--- src/design/uohc_consts.svh ---
// Register offsets, field positions, reset values and timing counts of the host control block
`ifndef UOHC_CONSTS_SVH
`define UOHC_CONSTS_SVH

`define UOHC_OFF_CTRL 12'h000
`define UOHC_OFF_ADDR 12'h004
`define UOHC_OFF_IRQ_STAT 12'h008
`define UOHC_OFF_IRQ_MASK 12'h00C
`define UOHC_OFF_MODE 12'h010
`define UOHC_OFF_LINK 12'h014

`define UOHC_CTRL_FRAME_EN 0
`define UOHC_CTRL_PP_CLR 1
`define UOHC_CTRL_RESUME 2
`define UOHC_CTRL_HOST_EN 3
`define UOHC_CTRL_BUS_RST 4
`define UOHC_CTRL_TOK_BUSY 5
`define UOHC_CTRL_SE0 6
`define UOHC_CTRL_IDLE_J 7

`define UOHC_ADDR_SLOW 7
`define UOHC_ADDR_W 7

`define UOHC_IRQ_FRAME 0
`define UOHC_IRQ_SE0 1
`define UOHC_IRQ_TOK_DONE 2
`define UOHC_IRQ_W 3

`define UOHC_RESET_CTRL 16'h0000
`define UOHC_RESET_ADDR 16'h0000

`define UOHC_CLK_HZ 40000000
`define UOHC_FRAME_US 1000
`define UOHC_FRAME_CYCLES ((`UOHC_CLK_HZ / 1000000) * `UOHC_FRAME_US)
`define UOHC_FRAME_CNT_W 16

`endif

--- src/design/uohc_pkg.sv ---
// Types shared by the host control block
package uohc_pkg;
  typedef enum logic [1:0] {
    UOHC_LINE_IDLE = 2'b00,
    UOHC_LINE_RESET = 2'b01,
    UOHC_LINE_RESUME = 2'b10
  } uohc_line_t;
endpackage

--- src/design/uohc_frame_timer.sv ---
// Millisecond frame tick generator
`timescale 1ns/1ps
`default_nettype none
`include "uohc_consts.svh"

module uohc_frame_timer #(
  parameter int FRAME_CYCLES = `UOHC_FRAME_CYCLES
) (
  input wire logic pclk,
  input wire logic presetn,
  input wire logic enable,
  output logic tick
);
  logic [`UOHC_FRAME_CNT_W-1:0] count;
  logic [`UOHC_FRAME_CNT_W-1:0] next_count;
  logic next_tick;
  localparam logic [`UOHC_FRAME_CNT_W-1:0] LAST = `UOHC_FRAME_CNT_W'(FRAME_CYCLES - 1);

  always_comb begin
    next_count = count;
    next_tick = 1'b0;
    if (!enable) begin
      // Restarting from zero gives a full frame before the first marker
      next_count = '0;
    end else if (count == LAST) begin
      next_count = '0;
      next_tick = 1'b1;
    end else begin
      next_count = count + 1'b1;
    end
  end

  always_ff @(posedge pclk or negedge presetn) begin
    if (!presetn) begin
      count <= '0;
      tick <= 1'b0;
    end else begin
      count <= next_count;
      tick <= next_tick;
    end
  end
endmodule
`default_nettype wire

--- src/design/uohc_top.sv ---
// Host mode control and address registers of the USB link, APB slave
// Notes on behaviour
// - SE0 flag reads 1 live whenever both data lines sit low.
// - Token-busy flag is high while a token executes in the host role, low otherwise.
// - Bus-reset bit drives USB reset in the host role only; software times it to 50 ms.
// - Host-enable bit enables host role and both D+ and D- pull-downs.
// - Resume bit drives resume signalling in the host role unless bus reset is set; software holds it 10 ms.
// - Writing 1 to ping-pong clear returns pointers to even bank; 0 does nothing.
// - Slow-rate bit 1 selects low speed, 0 selects full speed.
// - Slow-rate bit exists only in host mode, else reads 0.
// - Address register holds a seven-bit device address in bits 6..0.
`timescale 1ns/1ps
`default_nettype none
`include "uohc_consts.svh"

module uohc_top
  import uohc_pkg::*;
#(
  parameter int FRAME_CYCLES = `UOHC_FRAME_CYCLES
) (
  input wire logic pclk,
  input wire logic presetn,
  input wire logic psel,
  input wire logic penable,
  input wire logic pwrite,
  input wire logic [11:0] paddr,
  input wire logic [31:0] pwdata,
  output logic [31:0] prdata,
  output logic pready,
  output logic pslverr,
  input wire logic dp_in,
  input wire logic dm_in,
  input wire logic token_active,
  output logic dp_out,
  output logic dm_out,
  output logic dp_oe_n,
  output logic dm_oe_n,
  output logic pulldown_en,
  output logic host_role,
  output logic slow_rate,
  output logic pingpong_clear,
  output logic frame_marker,
  output logic [6:0] device_address,
  output logic irq
);

  // ---------------------------------------------------------------
  // Line input synchronisers
  // ---------------------------------------------------------------
  logic [1:0] line_meta;
  logic [1:0] line_sync;
  logic tok_meta;
  logic tok_sync;

  always_ff @(posedge pclk or negedge presetn) begin
    if (!presetn) begin
      line_meta <= 2'b00;
      line_sync <= 2'b00;
      tok_meta <= 1'b0;
      tok_sync <= 1'b0;
    end else begin
      line_meta <= {dp_in, dm_in};
      line_sync <= line_meta;
      tok_meta <= token_active;
      tok_sync <= tok_meta;
    end
  end

  // ---------------------------------------------------------------
  // Registers
  // ---------------------------------------------------------------
  logic frame_marker_enable;
  logic bus_reset_drive;
  logic host_role_enable;
  logic resume_drive;
  logic slow_rate_select;
  logic [6:0] dev_addr;
  logic [`UOHC_IRQ_W-1:0] irq_status;
  logic [`UOHC_IRQ_W-1:0] irq_mask;
  logic token_in_progress_flag;
  logic se0_flag;
  logic idle_line_level_flag;
  logic tok_prev;
  logic se0_prev;
  logic pp_pulse;
  logic [31:0] rdata_q;
  logic ready_q;
  logic err_q;

  logic next_frame_marker_enable;
  logic next_bus_reset_drive;
  logic next_host_role_enable;
  logic next_resume_drive;
  logic next_slow_rate_select;
  logic [6:0] next_dev_addr;
  logic [`UOHC_IRQ_W-1:0] next_irq_status;
  logic [`UOHC_IRQ_W-1:0] next_irq_mask;
  logic next_pp_pulse;
  logic [31:0] next_rdata_q;
  logic next_ready_q;
  logic next_err_q;

  logic frame_tick;
  logic setup;
  logic wr;
  logic rd;
  logic [`UOHC_IRQ_W-1:0] events;
  uohc_line_t line_mode;
  logic low_speed;
  logic next_token_in_progress_flag;
  logic next_slow_rate;
  logic next_irq;

  // ---------------------------------------------------------------
  // APB access decode
  // ---------------------------------------------------------------
  // No wait state per access: setup captured, answer next cycle
  assign setup = psel && !penable;
  assign wr = setup && pwrite;
  assign rd = setup && !pwrite;

  // ---------------------------------------------------------------
  // Live line state
  // ---------------------------------------------------------------
  // Speed choice only counts in the host role; the device side stays at full speed
  assign low_speed = slow_rate_select && host_role_enable;

  // J polarity flips with the chosen speed
  assign se0_flag = (line_sync == 2'b00);
  assign idle_line_level_flag = low_speed ? (line_sync == 2'b01)
                                          : (line_sync == 2'b10);

  // ---------------------------------------------------------------
  // Frame timer
  // ---------------------------------------------------------------
  uohc_frame_timer #(
    .FRAME_CYCLES(FRAME_CYCLES)
  ) u_frame (
    .pclk(pclk),
    .presetn(presetn),
    .enable(frame_marker_enable && host_role_enable),
    .tick(frame_tick)
  );

  // ---------------------------------------------------------------
  // Events and register file
  // ---------------------------------------------------------------
  // Events: frame marker, SE0 onset, token completion
  always_comb begin
    events = '0;
    events[`UOHC_IRQ_FRAME] = frame_tick;
    events[`UOHC_IRQ_SE0] = se0_flag && !se0_prev;
    events[`UOHC_IRQ_TOK_DONE] = tok_prev && !token_in_progress_flag;
  end

  always_comb begin
    next_frame_marker_enable = frame_marker_enable;
    next_bus_reset_drive = bus_reset_drive;
    next_host_role_enable = host_role_enable;
    next_resume_drive = resume_drive;
    next_slow_rate_select = slow_rate_select;
    next_dev_addr = dev_addr;
    next_irq_mask = irq_mask;
    next_irq_status = irq_status;
    next_pp_pulse = 1'b0;
    next_rdata_q = 32'h0000_0000;
    next_ready_q = 1'b0;
    next_err_q = 1'b0;
    if (setup) begin
      next_ready_q = 1'b1;
      case (paddr)
        `UOHC_OFF_CTRL: begin
          if (wr) begin
            next_frame_marker_enable = pwdata[`UOHC_CTRL_FRAME_EN];
            next_pp_pulse = pwdata[`UOHC_CTRL_PP_CLR];
            next_resume_drive = pwdata[`UOHC_CTRL_RESUME];
            next_host_role_enable = pwdata[`UOHC_CTRL_HOST_EN];
            next_bus_reset_drive = pwdata[`UOHC_CTRL_BUS_RST];
          end else begin
            next_rdata_q[`UOHC_CTRL_FRAME_EN] = frame_marker_enable;
            next_rdata_q[`UOHC_CTRL_RESUME] = resume_drive;
            next_rdata_q[`UOHC_CTRL_HOST_EN] = host_role_enable;
            next_rdata_q[`UOHC_CTRL_BUS_RST] = bus_reset_drive;
            next_rdata_q[`UOHC_CTRL_TOK_BUSY] = token_in_progress_flag;
            next_rdata_q[`UOHC_CTRL_SE0] = se0_flag;
            next_rdata_q[`UOHC_CTRL_IDLE_J] = idle_line_level_flag;
          end
        end
        `UOHC_OFF_ADDR: begin
          if (wr) begin
            next_dev_addr = pwdata[`UOHC_ADDR_W-1:0];
            next_slow_rate_select = pwdata[`UOHC_ADDR_SLOW];
          end else begin
            next_rdata_q[`UOHC_ADDR_W-1:0] = dev_addr;
            next_rdata_q[`UOHC_ADDR_SLOW] = slow_rate_select && host_role_enable;
          end
        end
        `UOHC_OFF_IRQ_STAT: begin
          if (rd) begin
            next_rdata_q[`UOHC_IRQ_W-1:0] = irq_status;
            next_irq_status = '0;
          end
        end
        `UOHC_OFF_IRQ_MASK: begin
          if (wr) begin
            next_irq_mask = pwdata[`UOHC_IRQ_W-1:0];
          end else begin
            next_rdata_q[`UOHC_IRQ_W-1:0] = irq_mask;
          end
        end
        default: begin
          next_err_q = 1'b1;
        end
      endcase
    end
    // Set wins over read-clear so an event on the clearing read is kept
    next_irq_status = next_irq_status | events;
  end

  // ---------------------------------------------------------------
  // Line drive
  // ---------------------------------------------------------------
  // Line drive: reset shows SE0, resume shows K (opposite of J)
  always_comb begin
    if (!host_role_enable) begin
      line_mode = UOHC_LINE_IDLE;
    end else if (bus_reset_drive) begin
      line_mode = UOHC_LINE_RESET;
    end else if (resume_drive) begin
      line_mode = UOHC_LINE_RESUME;
    end else begin
      line_mode = UOHC_LINE_IDLE;
    end
  end

  logic next_dp;
  logic next_dm;
  logic next_oe_n;

  always_comb begin
    next_dp = 1'b0;
    next_dm = 1'b0;
    next_oe_n = 1'b1;
    case (line_mode)
      UOHC_LINE_RESET: begin
        next_oe_n = 1'b0;
      end
      UOHC_LINE_RESUME: begin
        next_oe_n = 1'b0;
        next_dp = slow_rate_select ? 1'b0 : 1'b0 | slow_rate_select;
        next_dm = !slow_rate_select;
        if (slow_rate_select) begin
          next_dp = 1'b1;
          next_dm = 1'b0;
        end
      end
      default: begin
        next_oe_n = 1'b1;
      end
    endcase
  end

  always_ff @(posedge pclk or negedge presetn) begin
    if (!presetn) begin
      frame_marker_enable <= 1'b0;
      bus_reset_drive <= 1'b0;
      host_role_enable <= 1'b0;
      resume_drive <= 1'b0;
      slow_rate_select <= 1'b0;
      dev_addr <= 7'h00;
      irq_status <= '0;
      irq_mask <= '0;
      pp_pulse <= 1'b0;
      rdata_q <= 32'h0000_0000;
      ready_q <= 1'b0;
      err_q <= 1'b0;
      token_in_progress_flag <= 1'b0;
      tok_prev <= 1'b0;
      // Synchronisers reset to SE0, so a low here would fake an onset
      se0_prev <= 1'b1;
    end else begin
      frame_marker_enable <= next_frame_marker_enable;
      bus_reset_drive <= next_bus_reset_drive;
      host_role_enable <= next_host_role_enable;
      resume_drive <= next_resume_drive;
      slow_rate_select <= next_slow_rate_select;
      dev_addr <= next_dev_addr;
      irq_status <= next_irq_status;
      irq_mask <= next_irq_mask;
      pp_pulse <= next_pp_pulse;
      rdata_q <= next_rdata_q;
      ready_q <= next_ready_q;
      err_q <= next_err_q;
      token_in_progress_flag <= next_token_in_progress_flag;
      tok_prev <= token_in_progress_flag;
      se0_prev <= se0_flag;
    end
  end

  // Next values of flags and pins that combine more than one register
  always_comb begin
    // Token busy only counts while the host role is on
    next_token_in_progress_flag = tok_sync && host_role_enable;
    next_slow_rate = low_speed;
    next_irq = |(irq_status & irq_mask);
  end

  // ---------------------------------------------------------------
  // Registered outputs
  // ---------------------------------------------------------------
  always_ff @(posedge pclk or negedge presetn) begin
    if (!presetn) begin
      dp_out <= 1'b0;
      dm_out <= 1'b0;
      dp_oe_n <= 1'b1;
      dm_oe_n <= 1'b1;
      pulldown_en <= 1'b0;
      host_role <= 1'b0;
      slow_rate <= 1'b0;
      pingpong_clear <= 1'b0;
      frame_marker <= 1'b0;
      device_address <= 7'h00;
      irq <= 1'b0;
    end else begin
      dp_out <= next_dp;
      dm_out <= next_dm;
      dp_oe_n <= next_oe_n;
      dm_oe_n <= next_oe_n;
      pulldown_en <= host_role_enable;
      host_role <= host_role_enable;
      slow_rate <= next_slow_rate;
      pingpong_clear <= pp_pulse;
      frame_marker <= frame_tick;
      device_address <= dev_addr;
      irq <= next_irq;
    end
  end

  assign prdata = rdata_q;
  assign pready = ready_q;
  assign pslverr = err_q;

endmodule
`default_nettype wire

--- config.mk ---
export PLATFORM = sky130hd
export DESIGN_NAME = uohc_top
export DESIGN_NICKNAME = d
export VERILOG_FILES = /design/src/design/uohc_pkg.sv /design/src/design/uohc_frame_timer.sv /design/src/design/uohc_top.sv
export VERILOG_INCLUDE_DIRS = /design/src /design/src/design
export SDC_FILE = /design/constraint.sdc
export NUM_CORES = 1
export LEC_CHECK = 0
export ABC_AREA = 1
export BUFFER_PORTS_ARGS = -buffer_cell sky130_fd_sc_hd__buf_2
export CAP_MARGIN = 5
export CORE_ASPECT_RATIO = 1.75
export CORE_MARGIN = 5
export CORE_UTILIZATION = 37
export CTS_BUF_LIST = sky130_fd_sc_hd__clkbuf_4
export DETAILED_ROUTE_END_ITERATION = 16
export PLACE_DENSITY = 0.61
export SKIP_LAST_GASP = 1
export SLEW_MARGIN = 20
export SYNTH_ARGS = -nofsm -noshare
export SYNTH_HDL_FRONTEND = slang
export SYNTH_HIERARCHICAL = 1
export SYNTH_SLANG_ARGS = --single-unit
--- constraint.sdc ---
create_clock -name pclk -period 1.7 [get_ports pclk]
set_input_delay 0.17 -clock pclk [delete_from_list [all_inputs] [get_ports pclk]]
set_output_delay 0.17 -clock pclk [all_outputs]
set_load 0.01 [all_outputs]
# After elaboration in Yosys (flattened, before gate mapping)
# Index checks and enable logic that the tools add are counted.
[totals]
in_bits = 52
reg_bits = 70
word_cells = 94
output_inout_bits = 51
[op_classes]
n_addsub = 1
mux = 32
eq_ne = 8
reduce_logical = 21
bitwise = 2
[ops]
columns = ["operator", "count"]
rows = [
  ["16-bit two-way mux", 2],
  ["12-bit by 4-bit == test with 1-bit output, second input constant", 2],
  ["16-bit by 1-bit adder with 16-bit output, second input constant", 1],
  ["16-bit == test, second input constant", 1],
  ["8-bit two-way mux", 2],
  ["1-bit two-way mux", 15],
  ["3-bit two-way mux", 5],
  ["12-bit by 3-bit == test with 1-bit output, second input constant", 1],
  ["12-bit zero test", 1],
  ["5-bit one-hot mux with 2 select lines", 1],
  ["3-bit AND reduction", 3],
  ["1-bit logical AND", 8],
  ["1-bit one-hot mux with 4 select lines", 2],
  ["2-bit two-way mux", 3],
  ["6-bit two-way mux", 1],
  ["1-bit zero test", 5],
  ["2-bit by 1-bit == test with 1-bit output, second input constant", 2],
  ["2-bit == test, second input constant", 2],
  ["4-bit OR reduction", 1],
  ["3-bit bitwise AND", 1],
  ["3-bit OR", 1],
  ["1-bit one-hot mux with 3 select lines", 1],
  ["3-bit OR reduction", 1],
  ["2-bit zero test", 1],
  ["2-bit OR reduction", 1],
]

# Depth between registers and ports, before layout
[depth]
ltp_word = 7
mapped_depth = 8
ltp_nobuf = 8

# By module
# Netlist, hierarchy kept.
[modules_own_cells]
columns = ["mod", "seq_area_each_um2", "n_inst", "area_each_um2", "cells_each"]
rows = [
  ["uohc_top", 1328.8, 1, 2342.2, 222],
  ["uohc_frame_timer", 425.4, 1, 949.7, 117],
]

# Worst setup path after synthesis
# OpenSTA, ideal clock, no wires.
[synth_path]
path_type = "reg-to-reg"
start = "register u_frame.count[0]"
end = "register u_frame.count[5]"
arrival_ps = 1081
setup_time_ps = 120
slack_ps = 499
period_less_slack_ps = 1201
path_buffers = 0
t_required_ps = 1580
stages_incl_launch_ff = 7
cell_sequence = "dfrtp_1 > ha_1 > nand3_2 > nor2_4 > nand3_2 > nand2_4 > nor2_1"
[synth_between]
elab_chain_cells = 3
word_cells_on_any_way = 4
cone_classes = "add/sub (1); eq/ne (1); mux (2)"
[synth_lines]
columns = ["item", "line_no", "text"]
rows = [
  ["start, declared", "uohc_frame_timer.sv:14", "logic [`UOHC_FRAME_CNT_W-1:0] count;"],
  ["start signal, assigned", "uohc_frame_timer.sv:38", "count <= next_count;"],
  ["16-bit by 1-bit adder with 16-bit output or 16-bit == test (tied branches)", "uohc_frame_timer.sv:29, uohc_frame_timer.sv:25", ""],
  ["16-bit two-way mux (*)", "uohc_frame_timer.sv:25", "end else if (count == LAST) begin"],
  ["16-bit two-way mux (*)", "uohc_frame_timer.sv:22", "if (!enable) begin"],
  ["named net u_frame.next_count[5]", "uohc_frame_timer.sv:15", "logic [`UOHC_FRAME_CNT_W-1:0] next_count;"],
]
# Mark *: on every way through the listed nets, which the timed path passes. The rest lies on a longest branch.
# A chain may end at the register's enable or synchronous reset.

# Worst setup path in the final report
[layout_path]
start = "input penable"
end = "register irq_status[0]"
[layout_between]
elab_chain_cells = 7
[layout_lines]
columns = ["item", "line_no", "text"]
rows = [
  ["start, declared", "uohc_top.sv:24", "input wire logic penable,"],
  ["1-bit zero test (*)", "uohc_top.sv:118", "assign setup = psel && !penable;"],
  ["1-bit logical AND (*)", "uohc_top.sv:118", ""],
  ["1-bit logical AND", "uohc_top.sv:120", "assign rd = setup && !pwrite;"],
  ["3-bit two-way mux", "uohc_top.sv:199", "if (rd) begin"],
  ["3-bit two-way mux", "uohc_top.sv:171", "case (paddr)"],
  ["3-bit two-way mux (*)", "uohc_top.sv:169", "if (setup) begin"],
  ["3-bit OR (*)", "uohc_top.sv:217", "next_irq_status = next_irq_status | events;"],
  ["named net next_irq_status[0]", "uohc_top.sv:96", "logic [`UOHC_IRQ_W-1:0] next_irq_status;"],
  ["end signal, assigned", "uohc_top.sv:288", "irq_status <= next_irq_status;"],
  ["end, declared", "uohc_top.sv:78", "logic [`UOHC_IRQ_W-1:0] irq_status;"],
]
# Marked as above.

==> impl_results.md <==
* Initial antenna violation count at 0
* Core Region at slightly below 9000 µm²
* TritonCTS Buffers at 9
* Share of cells above drive strength 1 at between 20 and 30%
* Comb pwr share at under 10%
* WL met2 at around 3400 µm
* DR iter-0 viols at ~110
* Clk_lat worst skew at 410 ps
* Worst Hold Path Cells at 3
* Post_cts resized at 0
* Remaining DRCs at 0
* Async SR Flop Fraction at 100%
* Die width at 81.3 µm
* Full die area at 11000 µm²
* Post-route ant nets at 0
* RSZ-0062 raised after global routing: false
* IO Pins at a little over 100
* Skew final at 16.1 ps
* NetSw at ~680 µW
* Cell area power density at 814 nW/µm²
* Multi-input logic area at between 1000 and 1500 µm²
* Flops & latches, synth at 70
* Final Util at roughly 45%
* Final Hold Viols at 0
* Tmin final at between 1000 and 1500 ps
* Detail Placement HPWL at just under 5000 µm
* Die height at about 130 µm
* First-pass GRT wire length at ~10000 µm
* Worst path required time at between 2000 and 2500 ps
* Run status: completed
* Synth Instances at roughly 340
* Internal power at about 2.5 mW
* Hold Crit Class: input pin to flop
* Met3 wire length at 421 µm
* Final period util at ~83%
* # H-tree levels at 3
* Power share of the clock group at between 40% and 50%
* Final net count at between 400 and 500
* Most frequent cells in the layout: dfrtp_1, nand2_1, buf_2
* Switching share of power at 21.3%
* DRT Wirelength at 6330 µm
* Top FF cell, synth: dfrtp_1
* Max-Cap Viols at 0
* Post-synth top area cell: dfrtp_1
* Top Layer Used: met4
* Slew Limit Fails at 0
* Reg area at roughly 1800 µm²
* Top post-synthesis cells by area: dfrtp_1, nand2_1, buf_4
* DR pass1 iterations at 4
* Number of global-route vias before repair at between 2000 and 2500
* Hold wc startpoint: pwdata[5]
* Final setup fails at 0
* Buffers on Ports at 54
* Syn Std Cell Area at ~3300 µm²
* N_diodes at 0
* Total negative slack at 0 ps
* # rows at 45
* Worst r2r src: u_frame/count[0]
* Commonest non-fill, non-tap cell in the layout: dfrtp_1
* Worst path slowest cell: dlygate4sd3_1
* Sequential power share at 53.3%
* Max Clk Rate at roughly 710 MHz
* Lkg Pwr at 2.03 nW
* Root Driver: clkbuf_4
* Routed len/inst at between 10 and 15 µm
* Largest net degree at the start of global routing at 44
* Worst Setup End Kind: flop
* Worst-path maximum fanout at 6
* Synth unique cells at 35
* Max VDD drop at ~0.46 mV
* Slowest stage delay, CP at around 530 ps
* Total power at around 3.2 mW
* CTS Sinks at 70
* Fillers at between 800 and 900
* Met1 WL at 2350 µm
* Gr ovfl total at 0
* Avg Synthesized Cell Area at 9.71 µm²
* Seq/Total Area, Yosys at between 50% and 60%
* Reg2Reg Depth at 6
* Post-synth EDFFs at 0
* Critical Path, Cell by Cell: dlygate4sd3_1, buf_2, nor2_8, nand2_2, nor2_1, nand2_1, a21o_1
* Vias at ~2400
* Vias/cell at about 4.4
* Synthesis-to-finish area growth at 18.1%
* Critical Path AT at between 1500 and 2000 ps
* Clock Pin Slew Worst Setup and Hold Paths at 110 ps
* CTS max path bufs at 2
* All-Layer GR Usage at between 10% and 20%
* Critical path type: input pin to flop
* Startpoint types: input pin
* CP startpoint: penable
* Share of Yosys cell area claimed by the top area cell type at approximately 52%
* Yosys warns at 6
* CTS tree: done
* Starting Density at 38.0%
* RD Place Congestion at ~0.80
-- layer usage --
layer / vias to the layer above / track usage (%)
met5: - / 0
met4: 0 / 6.30
li1: 1170 / -
met1: 1105 / 13.0
met2: 69 / 22.2
met3: 11 / 3.40
-- synth_stat cells (2+ instances only) --
master and count:
o21a_1 2, nand3_1 24, buf_4 27, o21ai_1 9
nand2_2 6, ha_1 2, nor2_8 5, dfrtp_1 68
xor2_1 4, nand3_2 3, buf_6 2, dfstp_2 2
o21ai_2 8, o21bai_1 2, nor2_4 3, nand2_4 5
nand3b_1 2, inv_2 4, nand2_1 62, inv_1 32
nor2_2 6, a21oi_1 6, nand4_1 7, nor3_1 3
nor2_1 35
-- metrics by stage --
| stage | cells | hold WS (ps) | setup slack, ps | cell area (µm²) |
|---|---|---|---|---|
| after global placement | 508 | 80.6 | 289 | 3610 |
| after CTS | 533 | 5.59 | 310 | 3890 |
| final | 533 | 36.8 | 287 | 3890 |
| after floorplan | 362 | -126 | 499 | 3380 |
| after detailed placement | 508 | 90.2 | 276 | 3610 |
| after global routing | 533 | 5.37 | 205 | 3890 |
-- flip-flops by register name (all words and copies together), names as in the netlist, 2 cells and up --
name	count
u_frame/count	16
prdata	8
dev_addr	7
device_address	7
irq_mask	3
irq_status	3
line_meta	2
line_sync	2
-- power groups by stage --
stage / Clock (mW) / Combinational (mW) / Sequential (mW)
2_1_floorplan: 0 / 0.112 / 1.72
3_3_place_gp: 0 / 0.165 / 1.72
3_5_place_dp: 0 / 0.167 / 1.72
4_1_cts: 1.35 / 0.185 / 1.69
5_1_grt: 1.41 / 0.206 / 1.69
6_report: 1.30 / 0.182 / 1.69
-- worst paths after layout --
kind | slack, ps | endpoint
worst max-delay path | 290 | irq_status[0]
worst min-delay path | 40 | dev_addr[5]
worst max register to register | 330 | u_frame/count[6]
worst min register to register | 360 | line_sync[1]
max in group asynchronous | 780 | line_meta[0]
min in group asynchronous | 180 | host_role
-- cell type report --
cell class | instances | area share (%)
Timing Repair Buffer | 68 | 10.6
Multi-Input combinational cell | 227 | 32.5
Clock inverter | 5 | 2.54
Inverter | 36 | 3.48
Tap cell | 117 | 3.77
Clock buffer | 10 | 1.93
Sequential cell | 70 | 45.1
-- repair_timing --
| item | in CTS | in global routing |
|---|---|---|
| hold endpoints to repair | 63 | 0 |
| buffers inserted | 0 | 0 |
| hold buffers | 10 | 0 |
-- worst max-delay path: cells and delay by family --
kind                   cells  cell delay (ps)
AOI/OAI and AO/OA          1              180
buffers and inverters      2              680
and+or+nand+nor            4              690
-- cells by family (layout without fill, tap and decap cells) --
logic type	Yosys count	in the layout	share of synthesized area, %
simple gates	163	163	26.7
flops	70	70	53.3
fa+ha+maj	2	2	0.760
compound gates	32	32	6.54
buf+inv	65	119	10.9
xor+xnor	5	5	1.33
mux	1	1	0.304
other cells	1	24	0.114
Power figures use the tool's default switching activity.
